[config.mk]
export PLATFORM = sky130hd
export DESIGN_NAME = codec_port_status_register
export DESIGN_NICKNAME = d
export VERILOG_FILES = /design/src/logic/codec_port_pkg.sv /design/src/logic/codec_port_status_register.sv
export SDC_FILE = /design/constraint.sdc
export NUM_CORES = 1
export LEC_CHECK = 0
export BUFFER_PORTS_ARGS = -buffer_cell sky130_fd_sc_hd__buf_2
export CORE_ASPECT_RATIO = 1.75
export CORE_UTILIZATION = 43
export DETAILED_ROUTE_END_ITERATION = 6
export PLACE_DENSITY = 0.89
export SETUP_SLACK_MARGIN = 0.3
export SYNTH_ARGS = -nofsm -noshare
export SYNTH_HDL_FRONTEND = slang
export SYNTH_SLANG_ARGS = --single-unit
[constraint.sdc]
create_clock -name i_mclk -period 3.29 [get_ports i_mclk]
set_input_delay 0 -clock i_mclk [delete_from_list [all_inputs] [get_ports i_mclk]]
set_output_delay 0 -clock i_mclk [all_outputs]
set_load 0.005 [all_outputs]
[src/logic/codec_port_pkg.sv]
package codec_port_pkg;

    // Register map on the APB bus (byte addresses)
    localparam logic [31:0] STATUS_ADDR = 32'h8000_2018;
    localparam logic [31:0] CONTROL_ADDR = 32'h8000_2040;

    // Status register field positions
    localparam int ATS_BIT = 0;
    localparam int ARS_BIT = 1;
    localparam int TTS_BIT = 2;
    localparam int TRS_BIT = 3;
    localparam int ERR_LO_BIT = 4;
    localparam int NOT_FULL_EMPTY_LO_BIT = 8;
    localparam int WRITE_DONE_BIT = 12;
    localparam int READ_DONE_BIT = 13;
    localparam int AUDIO_ENA_BIT = 14;
    localparam int TEL_ENA_BIT = 15;
    localparam int STATUS_USED_W = 16;

    // Control register field positions
    localparam int CTRL_ENABLE_BIT = 0;
    localparam int CTRL_MASK_LO_BIT = 1;
    localparam logic [3:0] MASK_RESET = 4'h0;

    // FIFO service thresholds, in entries
    localparam int FIFO_LEVEL_W = 4;
    localparam logic [FIFO_LEVEL_W-1:0] TX_SERVICE_MAX = 4'h4;
    localparam logic [FIFO_LEVEL_W-1:0] RX_SERVICE_MIN = 4'h6;

    // Codec register addresses and enable bits inside control register B
    localparam int CODEC_ADDR_W = 4;
    localparam logic [CODEC_ADDR_W-1:0] TEL_CTRL_B_REG = 4'h6;
    localparam logic [CODEC_ADDR_W-1:0] AUDIO_CTRL_B_REG = 4'h8;
    localparam int CODEC_IN_ENA_BIT = 14;
    localparam int CODEC_OUT_ENA_BIT = 15;

    // Path index inside two-element vectors
    localparam int AUDIO = 0;
    localparam int TELECOM = 1;

    typedef struct packed {
        logic [FIFO_LEVEL_W-1:0] tel_rx;
        logic [FIFO_LEVEL_W-1:0] tel_tx;
        logic [FIFO_LEVEL_W-1:0] audio_rx;
        logic [FIFO_LEVEL_W-1:0] audio_tx;
    } fifo_levels_t;

    typedef struct packed {
        logic valid;
        logic [CODEC_ADDR_W-1:0] addr;
        logic [15:0] data;
    } codec_write_t;

    typedef struct packed {
        logic port_enable;
        logic [3:0] irq_mask;
        logic [3:0] error;
        logic write_done;
        logic read_done;
        logic audio_ena;
        logic tel_ena;
        logic audio_pend_valid;
        logic audio_pend_value;
        logic tel_pend_valid;
        logic tel_pend_value;
        logic [1:0] tx_repeat;
        logic [31:0] prdata;
    } state_t;

endpackage

[src/logic/codec_port_status_register.sv]
// Behaviour
// - Telecom enabled sets after register 6 write with bit 14/15, latch, next frame sync.
// - Same sequence with bits 14 and 15 both zero clears telecom enabled.
// - Telecom enabled flag never contributes to the interrupt request.
// - Software writes to read-only status bits have no effect.
// - Bits 31 to 16 ignore writes and read as zero.
// - Audio tx service high when enabled and four or fewer entries; maskable request.
// - Audio rx service high when enabled and six or more entries; maskable request.
// - Telecom tx service high when enabled and four or fewer entries; maskable request.
// - Telecom rx service high when enabled and six or more entries; maskable request.
// - Audio tx fetch from empty FIFO sets underrun bit 4 and requests interrupt.
// - Audio rx write into full FIFO sets overrun bit 5 and requests interrupt.
// - Telecom tx fetch from empty FIFO sets underrun bit 6 and requests interrupt.
// - Telecom rx write into full FIFO sets overrun bit 7 and requests interrupt.
// - Bit 8 reads one while audio tx FIFO has a free entry.
// - Bit 9 reads one while audio rx FIFO holds a valid entry.
// - Bit 10 reads one while telecom tx FIFO has a free entry.
// - Bit 11 reads one while telecom rx FIFO holds a valid entry.
// - Bit 12 sets once a codec register write has completed; else stays zero.
// - Bit 13 sets once a codec read value is back in the data register.
// - Bit 14 follows bits 14/15 of the codec audio control register B.
// - Bit 15 follows bits 14/15 of the codec telecom control register B.
// - Any access to the codec data register clears bits 12 and 13.
// - During tx underrun, repeat last sample until new data reaches the FIFO bottom.
// - On rx overrun discard each new sample and re-set overrun until space exists.
module codec_port_status_register #(
    parameter int FIFO_DEPTH = 8
) (
    input wire logic i_mclk,
    input wire logic i_sys_rst,
    input wire logic i_psel,
    input wire logic i_penable,
    input wire logic i_pwrite,
    input wire logic [31:0] i_paddr,
    input wire logic [31:0] i_pwdata,
    output logic [31:0] o_prdata,
    output logic o_pready,
    output logic o_pslverr,
    input wire codec_port_pkg::fifo_levels_t i_fifo_levels,
    input wire logic [1:0] i_tx_fetch,
    input wire logic [1:0] i_rx_push,
    input wire codec_port_pkg::codec_write_t i_codec_latch,
    input wire logic i_frame_sync,
    input wire logic i_codec_write_done,
    input wire logic i_codec_read_done,
    input wire logic i_data_reg_access,
    output logic o_port_enable,
    output logic o_service_request,
    output logic [1:0] o_tx_repeat,
    output logic [1:0] o_rx_discard
);

    localparam logic [codec_port_pkg::FIFO_LEVEL_W-1:0] FULL_LEVEL =
        codec_port_pkg::FIFO_LEVEL_W'(FIFO_DEPTH);
    localparam logic [codec_port_pkg::FIFO_LEVEL_W-1:0] EMPTY_LEVEL = '0;

    codec_port_pkg::state_t state;
    codec_port_pkg::state_t next_state;

    logic [3:0] service;
    logic [3:0] not_full_empty;
    logic [3:0] error_set;
    logic [3:0] error_clear;
    logic [1:0] tx_empty;
    logic [1:0] rx_full;
    logic [15:0] status_word;
    logic [31:0] control_word;
    logic setup_phase;
    logic access_phase;
    logic hit_status;
    logic hit_control;
    logic status_write;
    logic control_write;
    logic tel_enable_bits;
    logic audio_enable_bits;

    // Service flags are levels, forced low while the port is disabled
    always_comb
    begin
        service[codec_port_pkg::ATS_BIT] = state.port_enable &&
            (i_fifo_levels.audio_tx <= codec_port_pkg::TX_SERVICE_MAX);
        service[codec_port_pkg::ARS_BIT] = state.port_enable &&
            (i_fifo_levels.audio_rx >= codec_port_pkg::RX_SERVICE_MIN);
        service[codec_port_pkg::TTS_BIT] = state.port_enable &&
            (i_fifo_levels.tel_tx <= codec_port_pkg::TX_SERVICE_MAX);
        service[codec_port_pkg::TRS_BIT] = state.port_enable &&
            (i_fifo_levels.tel_rx >= codec_port_pkg::RX_SERVICE_MIN);
    end

    // Derived straight from the levels, so they cannot be written
    always_comb
    begin
        not_full_empty[0] = i_fifo_levels.audio_tx != FULL_LEVEL;
        not_full_empty[1] = i_fifo_levels.audio_rx != EMPTY_LEVEL;
        not_full_empty[2] = i_fifo_levels.tel_tx != FULL_LEVEL;
        not_full_empty[3] = i_fifo_levels.tel_rx != EMPTY_LEVEL;
    end

    always_comb
    begin
        tx_empty[codec_port_pkg::AUDIO] = i_fifo_levels.audio_tx == EMPTY_LEVEL;
        tx_empty[codec_port_pkg::TELECOM] = i_fifo_levels.tel_tx == EMPTY_LEVEL;
        rx_full[codec_port_pkg::AUDIO] = i_fifo_levels.audio_rx == FULL_LEVEL;
        rx_full[codec_port_pkg::TELECOM] = i_fifo_levels.tel_rx == FULL_LEVEL;
    end

    // Error bit order: audio tx, audio rx, telecom tx, telecom rx
    always_comb
    begin
        error_set[0] = i_tx_fetch[codec_port_pkg::AUDIO] && tx_empty[codec_port_pkg::AUDIO];
        error_set[1] = i_rx_push[codec_port_pkg::AUDIO] && rx_full[codec_port_pkg::AUDIO];
        error_set[2] = i_tx_fetch[codec_port_pkg::TELECOM] && tx_empty[codec_port_pkg::TELECOM];
        error_set[3] = i_rx_push[codec_port_pkg::TELECOM] && rx_full[codec_port_pkg::TELECOM];
    end

    // Samples arriving at a full FIFO are dropped by the datapath
    assign o_rx_discard = i_rx_push & rx_full;

    assign tel_enable_bits = i_codec_latch.data[codec_port_pkg::CODEC_IN_ENA_BIT] ||
        i_codec_latch.data[codec_port_pkg::CODEC_OUT_ENA_BIT];
    assign audio_enable_bits = tel_enable_bits;

    always_comb
    begin
        status_word = '0;
        status_word[codec_port_pkg::TRS_BIT:codec_port_pkg::ATS_BIT] = service;
        status_word[codec_port_pkg::ERR_LO_BIT +: 4] = state.error;
        status_word[codec_port_pkg::NOT_FULL_EMPTY_LO_BIT +: 4] = not_full_empty;
        status_word[codec_port_pkg::WRITE_DONE_BIT] = state.write_done;
        status_word[codec_port_pkg::READ_DONE_BIT] = state.read_done;
        status_word[codec_port_pkg::AUDIO_ENA_BIT] = state.audio_ena;
        status_word[codec_port_pkg::TEL_ENA_BIT] = state.tel_ena;
    end

    always_comb
    begin
        control_word = '0;
        control_word[codec_port_pkg::CTRL_ENABLE_BIT] = state.port_enable;
        control_word[codec_port_pkg::CTRL_MASK_LO_BIT +: 4] = state.irq_mask;
    end

    assign setup_phase = i_psel && !i_penable;
    assign access_phase = i_psel && i_penable;
    assign hit_status = i_paddr == codec_port_pkg::STATUS_ADDR;
    assign hit_control = i_paddr == codec_port_pkg::CONTROL_ADDR;
    assign status_write = access_phase && i_pwrite && hit_status;
    assign control_write = access_phase && i_pwrite && hit_control;

    // Only the error bits respond to a status write; all else is read-only
    assign error_clear = status_write ? i_pwdata[codec_port_pkg::ERR_LO_BIT +: 4] : 4'h0;

    always_comb
    begin
        next_state = state;

        if (control_write)
        begin
            next_state.port_enable = i_pwdata[codec_port_pkg::CTRL_ENABLE_BIT];
            next_state.irq_mask = i_pwdata[codec_port_pkg::CTRL_MASK_LO_BIT +: 4];
        end

        // A new event in the clearing cycle keeps the bit set
        next_state.error = (state.error & ~error_clear) | error_set;

        next_state.write_done = (state.write_done && !i_data_reg_access) || i_codec_write_done;
        next_state.read_done = (state.read_done && !i_data_reg_access) || i_codec_read_done;

        // The value latched in the codec only shows after the next frame sync
        if (i_frame_sync && state.tel_pend_valid)
        begin
            next_state.tel_ena = state.tel_pend_value;
            next_state.tel_pend_valid = 1'b0;
        end
        if (i_frame_sync && state.audio_pend_valid)
        begin
            next_state.audio_ena = state.audio_pend_value;
            next_state.audio_pend_valid = 1'b0;
        end
        // Latch comes after sync so a latch in the sync cycle waits for the next frame
        if (i_codec_latch.valid && i_codec_latch.addr == codec_port_pkg::TEL_CTRL_B_REG)
        begin
            next_state.tel_pend_valid = 1'b1;
            next_state.tel_pend_value = tel_enable_bits;
        end
        if (i_codec_latch.valid && i_codec_latch.addr == codec_port_pkg::AUDIO_CTRL_B_REG)
        begin
            next_state.audio_pend_valid = 1'b1;
            next_state.audio_pend_value = audio_enable_bits;
        end

        // Repeat the last sample until fresh data sits at the FIFO bottom
        for (int i = 0; i < 2; i++)
        begin
            if (i_tx_fetch[i] && tx_empty[i])
            begin
                next_state.tx_repeat[i] = 1'b1;
            end
            else if (!tx_empty[i])
            begin
                next_state.tx_repeat[i] = 1'b0;
            end
        end

        // Read data is captured in the setup cycle so it comes from a flop
        if (setup_phase && !i_pwrite)
        begin
            if (hit_status)
            begin
                next_state.prdata = {16'h0000, status_word};
            end
            else if (hit_control)
            begin
                next_state.prdata = control_word;
            end
            else
            begin
                next_state.prdata = 32'h0000_0000;
            end
        end
    end

    always_ff @(posedge i_mclk)
    begin
        if (i_sys_rst)
        begin
            state.port_enable <= 1'b0;
            state.irq_mask <= codec_port_pkg::MASK_RESET;
            state.error <= 4'h0;
            state.write_done <= 1'b0;
            state.read_done <= 1'b0;
            state.audio_ena <= 1'b0;
            state.tel_ena <= 1'b0;
            state.audio_pend_valid <= 1'b0;
            state.audio_pend_value <= 1'b0;
            state.tel_pend_valid <= 1'b0;
            state.tel_pend_value <= 1'b0;
            state.tx_repeat <= 2'h0;
            state.prdata <= 32'h0000_0000;
        end
        else
        begin
            state <= next_state;
        end
    end

    // Zero wait states; unmapped addresses answer with an error
    assign o_pready = 1'b1;
    assign o_pslverr = access_phase && !hit_status && !hit_control;
    assign o_prdata = state.prdata;
    assign o_port_enable = state.port_enable;
    assign o_tx_repeat = state.tx_repeat;

    // Enabled flags stay out of the request on purpose
    assign o_service_request = |(service & state.irq_mask) || |state.error;

endmodule

Yosys cells after proc, flatten, opt, wreduce, memory -nomap -nowiden --
Index checks and enable logic that the tools add are counted.
Word-level totals: register bits after elaboration 51, input port bits 114, output and inout bits 40, logic and storage cells 83
Cells by class: order comparisons 4, equal/unequal tests 10, mux-type cells 11, bitwise logic cells 5, reduce and logical (&&, ||, !) cells 39
Operators with widths (count):
- $eq A32 B32 Y1 const B | 2
- $logic_and A1 B1 Y1 | 22
- $mux W16 | 1
- $eq A4 B4 Y1 const B | 3
- $and A4 B4 Y4 | 2
- $ge A4 B3 Y1 const B | 2
- $le A4 B3 Y1 const B | 2
- $logic_not A4 Y1 | 2
- $ne A4 B4 Y1 const B | 2
- $reduce_bool A4 Y1 | 2
- $reduce_or A4 Y1 | 2
- $mux W1 | 6
- $logic_not A1 Y1 | 5
- $mux W5 | 1
- $eq A4 B3 Y1 const B | 1
- $logic_or A1 B1 Y1 | 4
- $mux W2 | 2
- $mux W4 | 1
- $ne A2 B2 Y1 const B | 2
- $not A4 Y4 | 1
- $or A4 B4 Y4 | 1
- $reduce_bool A2 Y1 | 2
- $and A2 B2 Y2 | 1

Longest topological paths before layout --
Gate-level depths: netlist of run 1.
depth after elaboration 7, depth in mapped cells 6, depth with buffers taken out 4

Worst setup path after synthesis of run 1 --
No wires, ideal clock.
kind input to register, start point input port i_paddr[1], end point register state (netlist bit o_prdata[4]), setup time 0.070 ns, arrival time 1.138 ns, required time 3.220 ns, setup slack 2.081 ns, stages 4, path buffers 0, path through nor4_1 nand4_1 or4_1 a21oi_1
Between the ends: cells in the longest elaborated chain, start to end 3, elaborated cells between the ends (all ways) 4, classes of those cells eq/ne: 2; mux: 2
Ends and longest elaborated chain:
- start, declared | RTL line codec_port_status_register.sv:34 | input wire logic [31:0] i_paddr,
- $eq A32 B32 Y1 | RTL line codec_port_status_register.sv:145 | assign hit_control = i_paddr == codec_port_pkg::CONTROL_ADDR;
- $mux W5 | RTL line codec_port_status_register.sv:211 | else if (hit_control)
- $mux W16 * | RTL line codec_port_status_register.sv:207 | if (hit_status)
- end signal, assigned | RTL line codec_port_status_register.sv:242 | state <= next_state;
- end, declared | RTL line codec_port_status_register.sv:57 | codec_port_pkg::state_t state;
Mark *: on every way between the ends. The rest lies on a longest branch, timed or not. A chain may end at the register's enable or synchronous reset.

Worst setup path in the final report of run 1 --
start point input port i_paddr[1], end point register state (netlist bit o_prdata[0])
Same word-level chain as after synthesis.

==> metrics.md, run 1 <==
| Metric | Value |
|---|---|
| FP Rows | `32` |
| CTS tree | `yes` |
| Finished Cell Area | `2510 sq um` |
| Cell Pwr Density | `399 nW/um^2` |
| Slew Limit Fails | `0` |
| PortBufs | `98` |
| Routability cong. | `0.793` |
| Clock Sink Count | `35` |
| # IOs | `154` |
| Arr. time, crit path | `1.56 ns` |
| DRT Pass-1 Iters | `4` |
| Setup crit end | `o_prdata[0]` |
| Resized cells post-CTS | `0` |
| Initial antenna violation count | `0` |
| Final wirelength | `5140 microns` |
| Final min period | `1.36 ns` |
| R2R depth | `3` |
| Hold Path Class | `input port to flop` |
| Hold WS | `0.00250 ns` |
| Vias per cell | `5.26` |
| Fill cell count | `396` |
| Core Area | `4440 sq um` |
| R2R Path Start | `o_port_enable` |
| Drt drc | `0` |
| Largest stage delay on the critical path | `0.60 ns` |
| Least-Margin Pin Slew | `0.655 ns` |
| Critical path class | `input port to flop` |
| Number of H-tree levels | `2` |
| Most Crowded Layer GR | `met2` |
| Nets@finish | `433` |
| DPL Wire Length | `3900 microns` |
| Max-capacitance violation count | `0` |
| Die H | `92.1 microns` |
| Hold Vio Cnt, Final | `0` |
| DR iter-0 viols | `27` |
| CTS clock-pin slew for the worst setup and hold paths | `0.07 ns` |
| Synth-to-Final Area Change | `26.0%` |
| Slew headroom | `0.564` |
| Design Power | `0.00100 W` |
| Synthesized area per cell | `8.41 sq um` |
| Outcome | `complete, no violations` |
| Via Count | `1953` |
| WL per Instance | `13.9 microns` |
| CTS Buf Count | `5` |
| Post-synth top flop | `dfxtp_1` |
| R2R Path End | `o_prdata[3]` |
| Seq/Total Area, Yosys | `0.352` |
| GRT met3 Usage | `0.0498` |
| DP Area | `2280 sq um` |
| CP bufs+invs | `1` |
| Post-synth EDFFs | `0` |
| Mapped Cells | `237` |
| Critical Path Start | `i_paddr[1]` |
| Yosys top cell by area | `dfxtp_1` |
| Critical Path Stages | `5` |
| R2R setup slack | `2.14 ns` |
| Slowest cell on crit path | `and4_1` |
| Library cells used by synthesis | `40` |
| First-pass GRT wire length | `8190 microns` |
| Async SR Flop Fraction | `0` |
| Post-synth top cells | `buf_4 (37), dfxtp_1 (35), a21oi_1 (22)` |
| Vias in the first global route | `1931` |
| Clock Skew | `0.00428 ns` |
| Crit Path Max Fanout | `12` |
| Number of antenna diodes | `0` |
| Tcrit/Tclk final | `0.414` |
| Synth area leaders | `dfxtp_1 (35%), buf_4 (14%), a21oi_1 (5.5%)` |
| Setup crit start kind | `input port` |
| Global Route met2 Usage | `0.414` |
| Clock Tree Buf Depth | `2` |
| Die X | `53.5 microns` |
| Leakage power | `1.10 nW` |
| Max IR drop VDD | `0.409 mV` |
| Initial Utilization | `0.448` |
| Critical Path RT | `3.48 ns` |
| Cell Chain, Critical Path | `buf_2 -> nor4_1 -> and4_1 -> nand2_1 -> o31ai_1` |
| Gr usage total | `0.227` |
| Gr ovfl total | `0` |
| RSZ-0062 raised after global routing | `no` |
| Final setup violation count | `0` |
| Clk Latency, worst-skew pair | `0.29 ns` |
| Synth Register Bits | `35` |
| Share of cells above drive strength 1 | `0.359` |
| Crit. End Element | `flop` |
| Synthesized cell area | `1990 sq um` |
| CP top delay family | `simple AND/OR/NAND/NOR gates` |
| Pin count of the biggest net entering global routing | `42` |
| Setup TNS | `0 ns` |
| Top-count cell post-synth | `buf_4` |
| Synth warn | `0` |
| Fmax | `733 MHz` |
| Antenna Nets Post-Route | `0` |
| Yosys top cell area share | `0.352` |
| Grt met1 use | `0.230` |
| Root buf cell | `clkbuf_8` |
| Die footprint | `4920 sq um` |
[cells in the final DEF (no fill, tap or decap), types with 3 or more instances in the layout]
cell / instances
buf_2: 98
dfxtp_1: 35
a21oi_1: 22
nand2_1: 17
conb_1: 17
nand4_1: 16
nand2b_1: 16
nor2_1: 9
dlygate4sd3_1: 9
mux2i_1: 7
nor3_1: 5
nor2b_1: 5
clkbuf_8: 5
o21ai_0: 4
a22oi_1: 4
and4_1: 4
nand3b_1: 4
o31ai_1: 4
nor4_2: 3
nor4_1: 3
inv_1: 3
nand3_1: 3
[registers in the layout, indices dropped and copies added, names as in the netlist]
name           count
control_word       4
o_port_enable      1
o_tx_repeat        2
o_prdata          16
state             12
[through the flow]
stage	cells	util	setup slack (ns)
5_1_grt	371	0.565	1.70
4_1_cts	371	0.565	1.95
3_5_place_dp	354	0.514	1.66
6_report	371	0.565	1.93
2_1_floorplan	252	-	2.08
3_3_place_gp	354	0.514	1.70
[per-layer routing]
| metal | up-vias | routed length [microns] |
|---|---|---|
| met2 | 86 | 2820 |
| met3 | 14 | 301 |
| met4 | 0 | 129 |
| met1 | 888 | 1890 |
| met5 | - | 0 |
| li1 | 965 | - |
[worst min path at each step]
stage,slack (ns),startpoint,to,depth (start not counted)
finish,0.002,i_pwdata[4],control_word[4],3
floorplan,0.09,i_psel,o_pslverr,1
CTS,0.001,i_pwdata[4],control_word[4],3
detailed placement,0.21,i_codec_write_done,state[41],3
global route,0.009,i_fifo_levels[3],o_tx_repeat[0],3
global placement,0.20,i_codec_write_done,state[41],3
[kinds of logic after synthesis]
kind of cell           Yosys count  synth area share
multiplexers                     7            0.0352
flip-flops                      35             0.352
AND/OR/NAND/NOR                100             0.311
buffers and inverters           50             0.166
other                            2           0.00377
AO/OA/AOI/OAI                   43             0.133
[area by class of cell]
class                   count  area (sq um)  share of cell area
inverters                   3          11.3             0.00448
well taps                  51          63.8              0.0254
repair buffers            107           581               0.231
flip-flops and latches     35           701               0.279
clock buffers               5          68.8              0.0274
multi-input cells         167          1020               0.406
clock inverters             3          67.6              0.0269
[worst register-to-register path: cells and delay by family, from the launching register on]
kind,cells,cell delay [ns]
compound gates,2,0.36
flops,1,0.47
simple gates,1,0.22
[power breakdown]
group	total [W]	switching, W	internal [W]	leakage [nW]
clock network	0.000462	0.000160	0.000302	0.0644
logic	0.000109	0.0000515	0.0000571	0.751
registers	0.000431	0.00000287	0.000428	0.283
[repair_timing]
action,CTS,global route
hold buffers,9,0
endpoints found under the hold margin,10,0
setup endpoints to repair,0,0
buffers inserted,0,0
(Power assumes the default switching activity.)
==> run 2: changes to the inputs <==
Settings changed: ABC_AREA from default to 1, CORE_UTILIZATION 43 to 40, PLACE_DENSITY 0.89 to 0.83.
Clock period 3.29 ns to 1.3 ns, I/O delays scaled along.
==> run 2 against run 1 <==
The flow now finishes with violations (hold timing). Synthesized area rose by 2.9%. Worst hold slack got worse by 0.018 ns. Sequential share of layout area down 1.9 points.
==> metrics.md, run 2 <==
| Metric | Value |
|---|---|
| Met2 wire length | `2640 microns (was 2820 microns)` |
| Yosys top cell area share | `0.342 (was 0.352)` |
| Combinational share of power | `0.159 (was 0.109)` |
| Hold WS | `-0.0157 ns (was 0.00250 ns)` |
| CP bufs+invs | `1 (unchanged)` |
| RSZ-0062 raised after global routing | `yes (was no)` |
| Antenna Nets Post-Route | `0 (unchanged)` |
| Final setup violation count | `0 (unchanged)` |
| WL per Instance | `10.5 microns (was 13.9 microns)` |
| Synth warn | `0 (unchanged)` |
| Final wirelength | `4800 microns (was 5140 microns)` |
| DRT Pass-1 Iters | `4 (unchanged)` |
| CTS clock-pin slew for the worst setup and hold paths | `0.07 ns (about the same)` |
| Hold Path Class | `input port to flop (unchanged)` |
| Post-synth EDFFs | `0 (unchanged)` |
| Clock Skew | `0.00524 ns (was 0.00428 ns)` |
| Critical Path RT | `1.30 ns (was 3.48 ns)` |
| Gr usage total | `0.172 (was 0.227)` |
| Synth Register Bits | `35 (unchanged)` |
| Share of cells above drive strength 1 | `0.335 (was 0.359)` |
| Top-count cell post-synth | `nor2_1 (was buf_4)` |
| PortBufs | `98 (unchanged)` |
| WL met1 | `1810 microns (was 1890 microns)` |
| Mapped Cells | `305 (was 237)` |
| Die footprint | `5430 sq um (was 4920 sq um)` |
| Synth-to-Final Area Change | `32.1% (was 26.0%)` |
| CP top delay family | `simple AND/OR/NAND/NOR gates (unchanged)` |
| Die H | `96.7 microns (was 92.1 microns)` |
| Synthesized cell area | `2050 sq um (was 1990 sq um)` |
| Via Count | `2134 (was 1953)` |
| Outcome | `finished, violations left (was complete, no violations)` |
| Setup Slack @ Placement | `0.125 ns (was 1.66 ns)` |
| Int Pwr | `0.00166 W (was 0.000787 W)` |
| CTS tree | `yes (unchanged)` |
| DR iter-0 viols | `48 (was 27)` |
| Root buf cell | `clkbuf_8 (unchanged)` |
| Largest stage delay on the critical path | `0.34 ns (was 0.60 ns)` |
| R2R Path Start | `o_port_enable (unchanged)` |
| Sw frac | `0.251 (was 0.214)` |
| Setup crit start kind | `flop (was input port)` |
| Hold Vio Cnt, Final | `1 (was 0)` |
| Arr. time, crit path | `1.30 ns (was 1.56 ns)` |
| Final min period | `1.30 ns` |
| Seq/Total Area, Yosys | `0.342 (was 0.352)` |
| Critical Path Start | `state[45] (was i_paddr[1])` |
| Slowest cell on crit path | `dfxtp_2 (was and4_1)` |
| Initial Utilization | `0.416 (was 0.448)` |
| Crit. End Element | `output port (was flop)` |
| First-pass GRT wire length | `7610 microns (was 8190 microns)` |
| Tcrit/Tclk final | `0.998` |
| XOR/XNOR Fraction of Synth Area | `0 (unchanged)` |
| Max reg flops | `16 (unchanged)` |
| Synth Area in Simple Gates | `0.287 (was 0.311)` |
| Commonest cells after routing, fill and taps aside | `buf_2 (98), nor2_1 (56), nand2_1 (41) (was buf_2 (98), dfxtp_1 (35), a21oi_1 (22))` |
| Synth area leaders | `dfxtp_1 (34%), buf_4 (14%), nor2_1 (10%) (was dfxtp_1 (35%), buf_4 (14%), a21oi_1 (5.5%))` |
| Failing checks | `hold timing` |
| Async SR Flop Fraction | `0 (unchanged)` |
| Cell Pwr Density | `816 nW/um^2 (was 399 nW/um^2)` |
| FF+latch area | `706 sq um (was 701 sq um)` |
| Design Power | `0.00221 W (was 0.00100 W)` |
| Max IR drop VDD | `0.804 mV (was 0.409 mV)` |
| Crit Path Max Fanout | `3 (was 12)` |
| Drt drc | `0 (unchanged)` |
| Worst Hold Depth | `3 (unchanged)` |
| R2R depth | `6 (was 3)` |
| Post-Synth Adder-Cell Area | `0 (unchanged)` |
| Vias per cell | `4.67 (was 5.26)` |
| Critical path class | `flop to output port (was input port to flop)` |
| Clock share of power | `0.334 (was 0.461)` |
| Footprint of the multi-input gates | `1010 sq um (was 1020 sq um)` |
| Pin count of the biggest net entering global routing | `33 (was 42)` |
| # IOs | `154 (unchanged)` |
| Vias in the first global route | `1874 (was 1931)` |
| Gr ovfl total | `0 (unchanged)` |
| Fill cell count | `478 (was 396)` |
| Cell Chain, Critical Path | `nor4_2 -> nand2_1 -> a21oi_2 -> nand3_1 -> buf_2 (was buf_2 -> nor4_1 -> and4_1 -> nand2_1 -> o31ai_1)` |
| Most common cell after layout, fill and taps aside | `buf_2 (unchanged)` |
| DPL Wire Length | `3680 microns (was 3900 microns)` |
| Routed met3 length | `295 microns (was 301 microns)` |
| Slew Limit Fails | `0 (unchanged)` |
| DP Cell Count | `432 (was 354)` |
| Yosys top cell by area | `dfxtp_1 (unchanged)` |
| Top sig layer | `met4 (unchanged)` |
| Max-capacitance violation count | `0 (unchanged)` |
| Number of H-tree levels | `2 (unchanged)` |
| Setup ws final | `0.00286 ns (was 1.93 ns)` |
| Clk Latency, worst-skew pair | `0.28 ns (was 0.29 ns)` |
| Nets@finish | `516 (was 433)` |
| Number of antenna diodes | `0 (unchanged)` |
| Net Sw Power | `0.000555 W (was 0.000214 W)` |
| Initial antenna violation count | `0 (unchanged)` |
| Critical Path Stages | `5 (unchanged)` |
| Fin cells | `457 (was 371)` |
| Compound-Gate Fraction of Synth Area | `0.155 (was 0.133)` |
| Synthesized area per cell | `6.72 sq um (was 8.41 sq um)` |
| Sequential share of power | `0.507 (was 0.430)` |
| Post-synthesis mux area share | `0 (was 0.0352)` |
| Util after Layout | `0.549 (was 0.565)` |
| Post-synth top flop | `dfxtp_1 (unchanged)` |
| Largest family of logic cells by synthesized area | `simple AND/OR/NAND/NOR gates (unchanged)` |
| FP Rows | `34 (was 32)` |
| Clock Tree Buf Depth | `2 (unchanged)` |
| Core Area | `4930 sq um (was 4440 sq um)` |
| Clock Sink Count | `35 (unchanged)` |
| Leakage power | `1.31 nW (was 1.10 nW)` |
| Routability cong. | `0.821 (was 0.793)` |
| CTS Buf Count | `5 (unchanged)` |
| Library cells used by synthesis | `28 (was 40)` |
| Die X | `56.1 microns (was 53.5 microns)` |
| Setup TNS | `0 ns (unchanged)` |
| Post-synth top cells | `nor2_1 (57), nand2_1 (43), buf_4 (38) (was buf_4 (37), dfxtp_1 (35), a21oi_1 (22))` |
| Fmax | `771 MHz` |
| Hold Startpoint | `i_pwdata[4] (unchanged)` |
## run 2: cell families after synthesis
| group | after synthesis |
|---|---|
| other cells | 2 |
| buf+inv | 76 |
| simple gates | 135 |
| compound gates | 57 |
| flops | 35 |
## run 2: path summary, 6_finish.rpt
path                       endpoint  slack [ns]
hold reg to reg      o_tx_repeat[0]        0.45
setup / recovery  o_service_request       0.003
hold / removal      control_word[4]       -0.02
setup reg to reg        o_prdata[2]        0.39
## run 2: power by group through the flow
| stage | sequential [W] | combinational (W) | clock [W] |
|---|---|---|---|
| 4_1_cts | 0.00112 | 0.000346 | 0.000750 |
| 5_1_grt | 0.00112 | 0.000393 | 0.000805 |
| 6_report | 0.00112 | 0.000350 | 0.000739 |
| 3_3_place_gp | 0.00115 | 0.000311 | 0 |
| 2_1_floorplan | 0.00114 | 0.000205 | 0 |
| 3_5_place_dp | 0.00115 | 0.000318 | 0 |
## run 2: area by class of cell
cell class / count / share of cell area
Clock buffer: 7 / 0.0282
Clock inverter: 1 / 0.00185
Inverter: 31 / 0.0439
Multi-Input combinational cell: 209 / 0.374
Sequential cell: 35 / 0.261
Tap cell: 54 / 0.0249
Timing Repair Buffer: 120 / 0.267
## run 2: metrics by stage
step | hold slack (ns) | cell area, sq um
global route | 0.0191 | 2710
floorplan | 0.104 | 2110
finish | -0.0157 | 2710
CTS | 0.0138 | 2610
detailed placement | 0.214 | 2400
global placement | 0.207 | 2400
## run 2: per-layer routing
metal | vias to the layer above | track usage
met5 | - | 0
met4 | 0 | 0.0563
met3 | 5 | 0.0267
met2 | 86 | 0.335
met1 | 922 | 0.181
li1 | 1121 | -
## run 2: what timing repair did
action	CTS	global route
endpoints found under the setup margin	4	5
gates resized for setup	6	8
cloned	0	1
endpoints found under the hold margin	13	0
hold buffers	10	0
pin swaps	3	5
buffers inserted	2	4
## run 2: tightest hold or removal path: cells and delay by family
family	cells	cell delay, ns
AOI/OAI and AO/OA	1	0.07
and+or+nand+nor	1	0.07
buffers and inverters	1	0.09
==> run 3: changes to the inputs <==
Settings changed: REMOVE_ABC_BUFFERS from default to 1.
==> run 3 against run 2 <==
The flow now finishes without violations. Worst hold slack improved by 0.022 ns. Highest routed layer unchanged. Register-to-register slack got worse by 0.05 ns. Cell count rose by 0.88%. Setup slack improved by 0.034 ns. Maximum frequency rose by 2.7%. Global-route usage rose by 2.0 points. Clock-buffer cell count fell by 2. Sequential power barely moved. Clock skew fell by 0.0028 ns. Non-clock buffer count rose by 4. Critical path depth did not move. Routed wire length rose by 12%.
==> metrics.md, run 3 (synthesis results as in run 2) <==
| Metric | Value |
|---|---|
| Clock Sink Count | `35 (unchanged)` |
| FP Rows | `34 (unchanged)` |
| Critical path class | `flop to output port (unchanged)` |
| Arr. time, crit path | `1.26 ns (was 1.30 ns)` |
| Die X | `56.1 microns (unchanged)` |
| Crit. End Element | `output port (unchanged)` |
| R2R Path Start | `o_port_enable (unchanged)` |
| Final wirelength | `5400 microns (was 4800 microns)` |
| CP bufs+invs | `1 (unchanged)` |
| Fmax | `792 MHz (was 771 MHz)` |
| DP Area | `2440 sq um (was 2400 sq um)` |
| Nets@finish | `520 (was 516)` |
| CTS tree | `yes (unchanged)` |
| Fin cells | `461 (was 457)` |
| Initial Utilization | `0.416 (unchanged)` |
| Number of H-tree levels | `2 (unchanged)` |
| R2R setup slack | `0.34 ns (was 0.39 ns)` |
| Slew Limit Fails | `0 (unchanged)` |
| R2R depth | `7 (was 6)` |
| Tcrit/Tclk final | `0.971 (was 0.998)` |
| Hold Path Class | `input port to flop (unchanged)` |
| Most common cell after layout, fill and taps aside | `buf_2 (unchanged)` |
| Cell Pwr Density | `818 nW/um^2 (was 816 nW/um^2)` |
| Max IR drop VDD | `0.825 mV (was 0.804 mV)` |
| Die H | `96.7 microns (unchanged)` |
| Gr ovfl total | `0 (unchanged)` |
| Worst Hold Depth | `3 (unchanged)` |
| Outcome | `complete, no violations (was finished, violations left)` |
| Hold EP | `o_prdata[9] (was control_word[4])` |
| Via Count | `2208 (was 2134)` |
| Setup crit start kind | `flop (unchanged)` |
| Number of antenna diodes | `0 (unchanged)` |
| Max reg flops | `16 (unchanged)` |
| Drt drc | `0 (unchanged)` |
| Vias per cell | `4.79 (was 4.67)` |
| Final setup violation count | `0 (unchanged)` |
| CP top delay family | `simple AND/OR/NAND/NOR gates (unchanged)` |
| DPL Wire Length | `3810 microns (was 3680 microns)` |
| DP Cell Count | `434 (was 432)` |
| DRT Pass-1 Iters | `4 (unchanged)` |
| Antenna Nets Post-Route | `0 (unchanged)` |
| First-pass GRT wire length | `8420 microns (was 7610 microns)` |
| Finished Cell Area | `2770 sq um (was 2710 sq um)` |
| Util after Layout | `0.562 (was 0.549)` |
| Share of cells above drive strength 1 | `0.361 (was 0.335)` |
| Root buf cell | `clkbuf_8 (unchanged)` |
| Clock Skew | `0.00246 ns (was 0.00524 ns)` |
| Setup Slack @ Placement | `0.0898 ns (was 0.125 ns)` |
| Leakage power | `1.34 nW (was 1.31 nW)` |
| Largest stage delay on the critical path | `0.34 ns (about the same)` |
| Crit Path Max Fanout | `3 (unchanged)` |
| Max-capacitance violation count | `0 (unchanged)` |
| Clock Tree Buf Depth | `2 (unchanged)` |
| WL per Instance | `11.7 microns (was 10.5 microns)` |
| Setup TNS | `0 ns (unchanged)` |
| Hold Startpoint | `i_fifo_levels[4] (was i_pwdata[4])` |
| Cell Chain, Critical Path | `nor4_2 -> nand2_1 -> a21oi_2 -> nand3_1 -> buf_2 (unchanged)` |
| Critical Path RT | `1.30 ns (about the same)` |
| Core Area | `4930 sq um (unchanged)` |
| Pin count of the biggest net entering global routing | `33 (unchanged)` |
| Hold Vio Cnt, Final | `0 (was 1)` |
| Vias in the first global route | `2093 (was 1874)` |
| DR iter-0 viols | `79 (was 48)` |
| Routability cong. | `0.827 (was 0.821)` |
| RSZ-0062 raised after global routing | `yes (unchanged)` |
| CTS Buf Count | `5 (unchanged)` |
| Final min period | `1.26 ns (was 1.30 ns)` |
| # IOs | `154 (unchanged)` |
| Gr usage total | `0.192 (was 0.172)` |
| Die footprint | `5430 sq um (unchanged)` |
| PortBufs | `98 (unchanged)` |
| Slowest cell on crit path | `dfxtp_2 (unchanged)` |
| Synth-to-Final Area Change | `35.3% (was 32.1%)` |
| Commonest cells after routing, fill and taps aside | `buf_2 (97), nor2_1 (52), nand2_1 (41) (was buf_2 (98), nor2_1 (56), nand2_1 (41))` |
| CTS clock-pin slew for the worst setup and hold paths | `0.07 ns (about the same)` |
| Setup ws final | `0.0373 ns (was 0.00286 ns)` |
| Clk Latency, worst-skew pair | `0.29 ns (was 0.28 ns)` |
| Initial antenna violation count | `0 (unchanged)` |
| R2R Path End | `o_prdata[2] (unchanged)` |
[run 3: cell types whose count changed in the layout (fill, tap and decap cells not counted), moves of 2 or more]
cell	delta
clkbuf_1	-2
clkinv_2	+2
nor2_2	+4
dfxtp_2	+2
a211oi_4	-2
a211oi_2	+2
nor2_1	-4
buf_12	+2
[run 3: worst max path at each step]
stage / depth (start not counted) / endpoint / from / slack, ns
4_1_cts: 5 / o_service_request / state[42] / 0.02
5_1_grt: 5 / o_service_request / state[44] / -0.04
3_5_place_dp: 7 / o_prdata[2] / o_port_enable / 0.09
2_1_floorplan: 6 / o_prdata[0] / i_pwrite / -0.09
6_report: 5 / o_service_request / state[44] / 0.04
3_3_place_gp: 7 / o_prdata[2] / o_port_enable / 0.1
[run 3: where the power goes]
| group | internal (W) | leakage, nW | switching, W |
|---|---|---|---|
| clock | 0.000367 | 0.0477 | 0.000407 |
| combinational | 0.000191 | 1.01 | 0.000181 |
| sequential | 0.00111 | 0.286 | 0.0000173 |
| total | 0.00166 | 1.34 | 0.000605 |
[run 3: final cells by class]
| class | count | area (sq um) |
|---|---|---|
| Fill cell | 483 | 2160 |
| Multi-Input combinational cell | 209 | 1010 |
| Timing Repair Buffer | 124 | 787 |
| Sequential cell | 35 | 704 |
| Inverter | 31 | 119 |
| Clock buffer | 5 | 68.8 |
| Tap cell | 54 | 67.6 |
| Clock inverter | 3 | 15.0 |
[run 3: worst reg2reg max path: cells and delay by family (launching register included)]
| kind | cells | cell delay (ns) |
|---|---|---|
| AOI/OAI and AO/OA | 1 | 0.17 |
| buffers and inverters | 3 | 0.25 |
| DFF | 1 | 0.35 |
| and+or+nand+nor | 3 | 0.15 |
[run 3: repair_timing]
| item | 4_1_cts | 5_1_grt |
|---|---|---|
| hold buffers | 11 | 0 |
| pin swaps | 3 | 9 |
| gates resized for setup | 7 | 11 |
| setup buffers | 2 | 5 |
| endpoints found under the setup margin | 4 | 4 |
| endpoints found under the hold margin | 14 | 0 |
| cloned | 0 | 1 |
[run 3: routing by layer]
layer	GRT usage	share of wire	vias up
li1	-	-	1128
met1	0.190	0.38	979
met2	0.370	0.53	89
met3	0.0455	0.065	12
met4	0.0732	0.023	0
met5	0	0	-
[run 3: metrics by stage]
step	power, W	hold WS [ns]
after floorplan	0.00127	0.0691
after global placement	0.00147	0.209
after detailed placement	0.00148	0.222
after CTS	0.00227	0.00366
after global routing	0.00237	0.00661
final	0.00227	0.00682
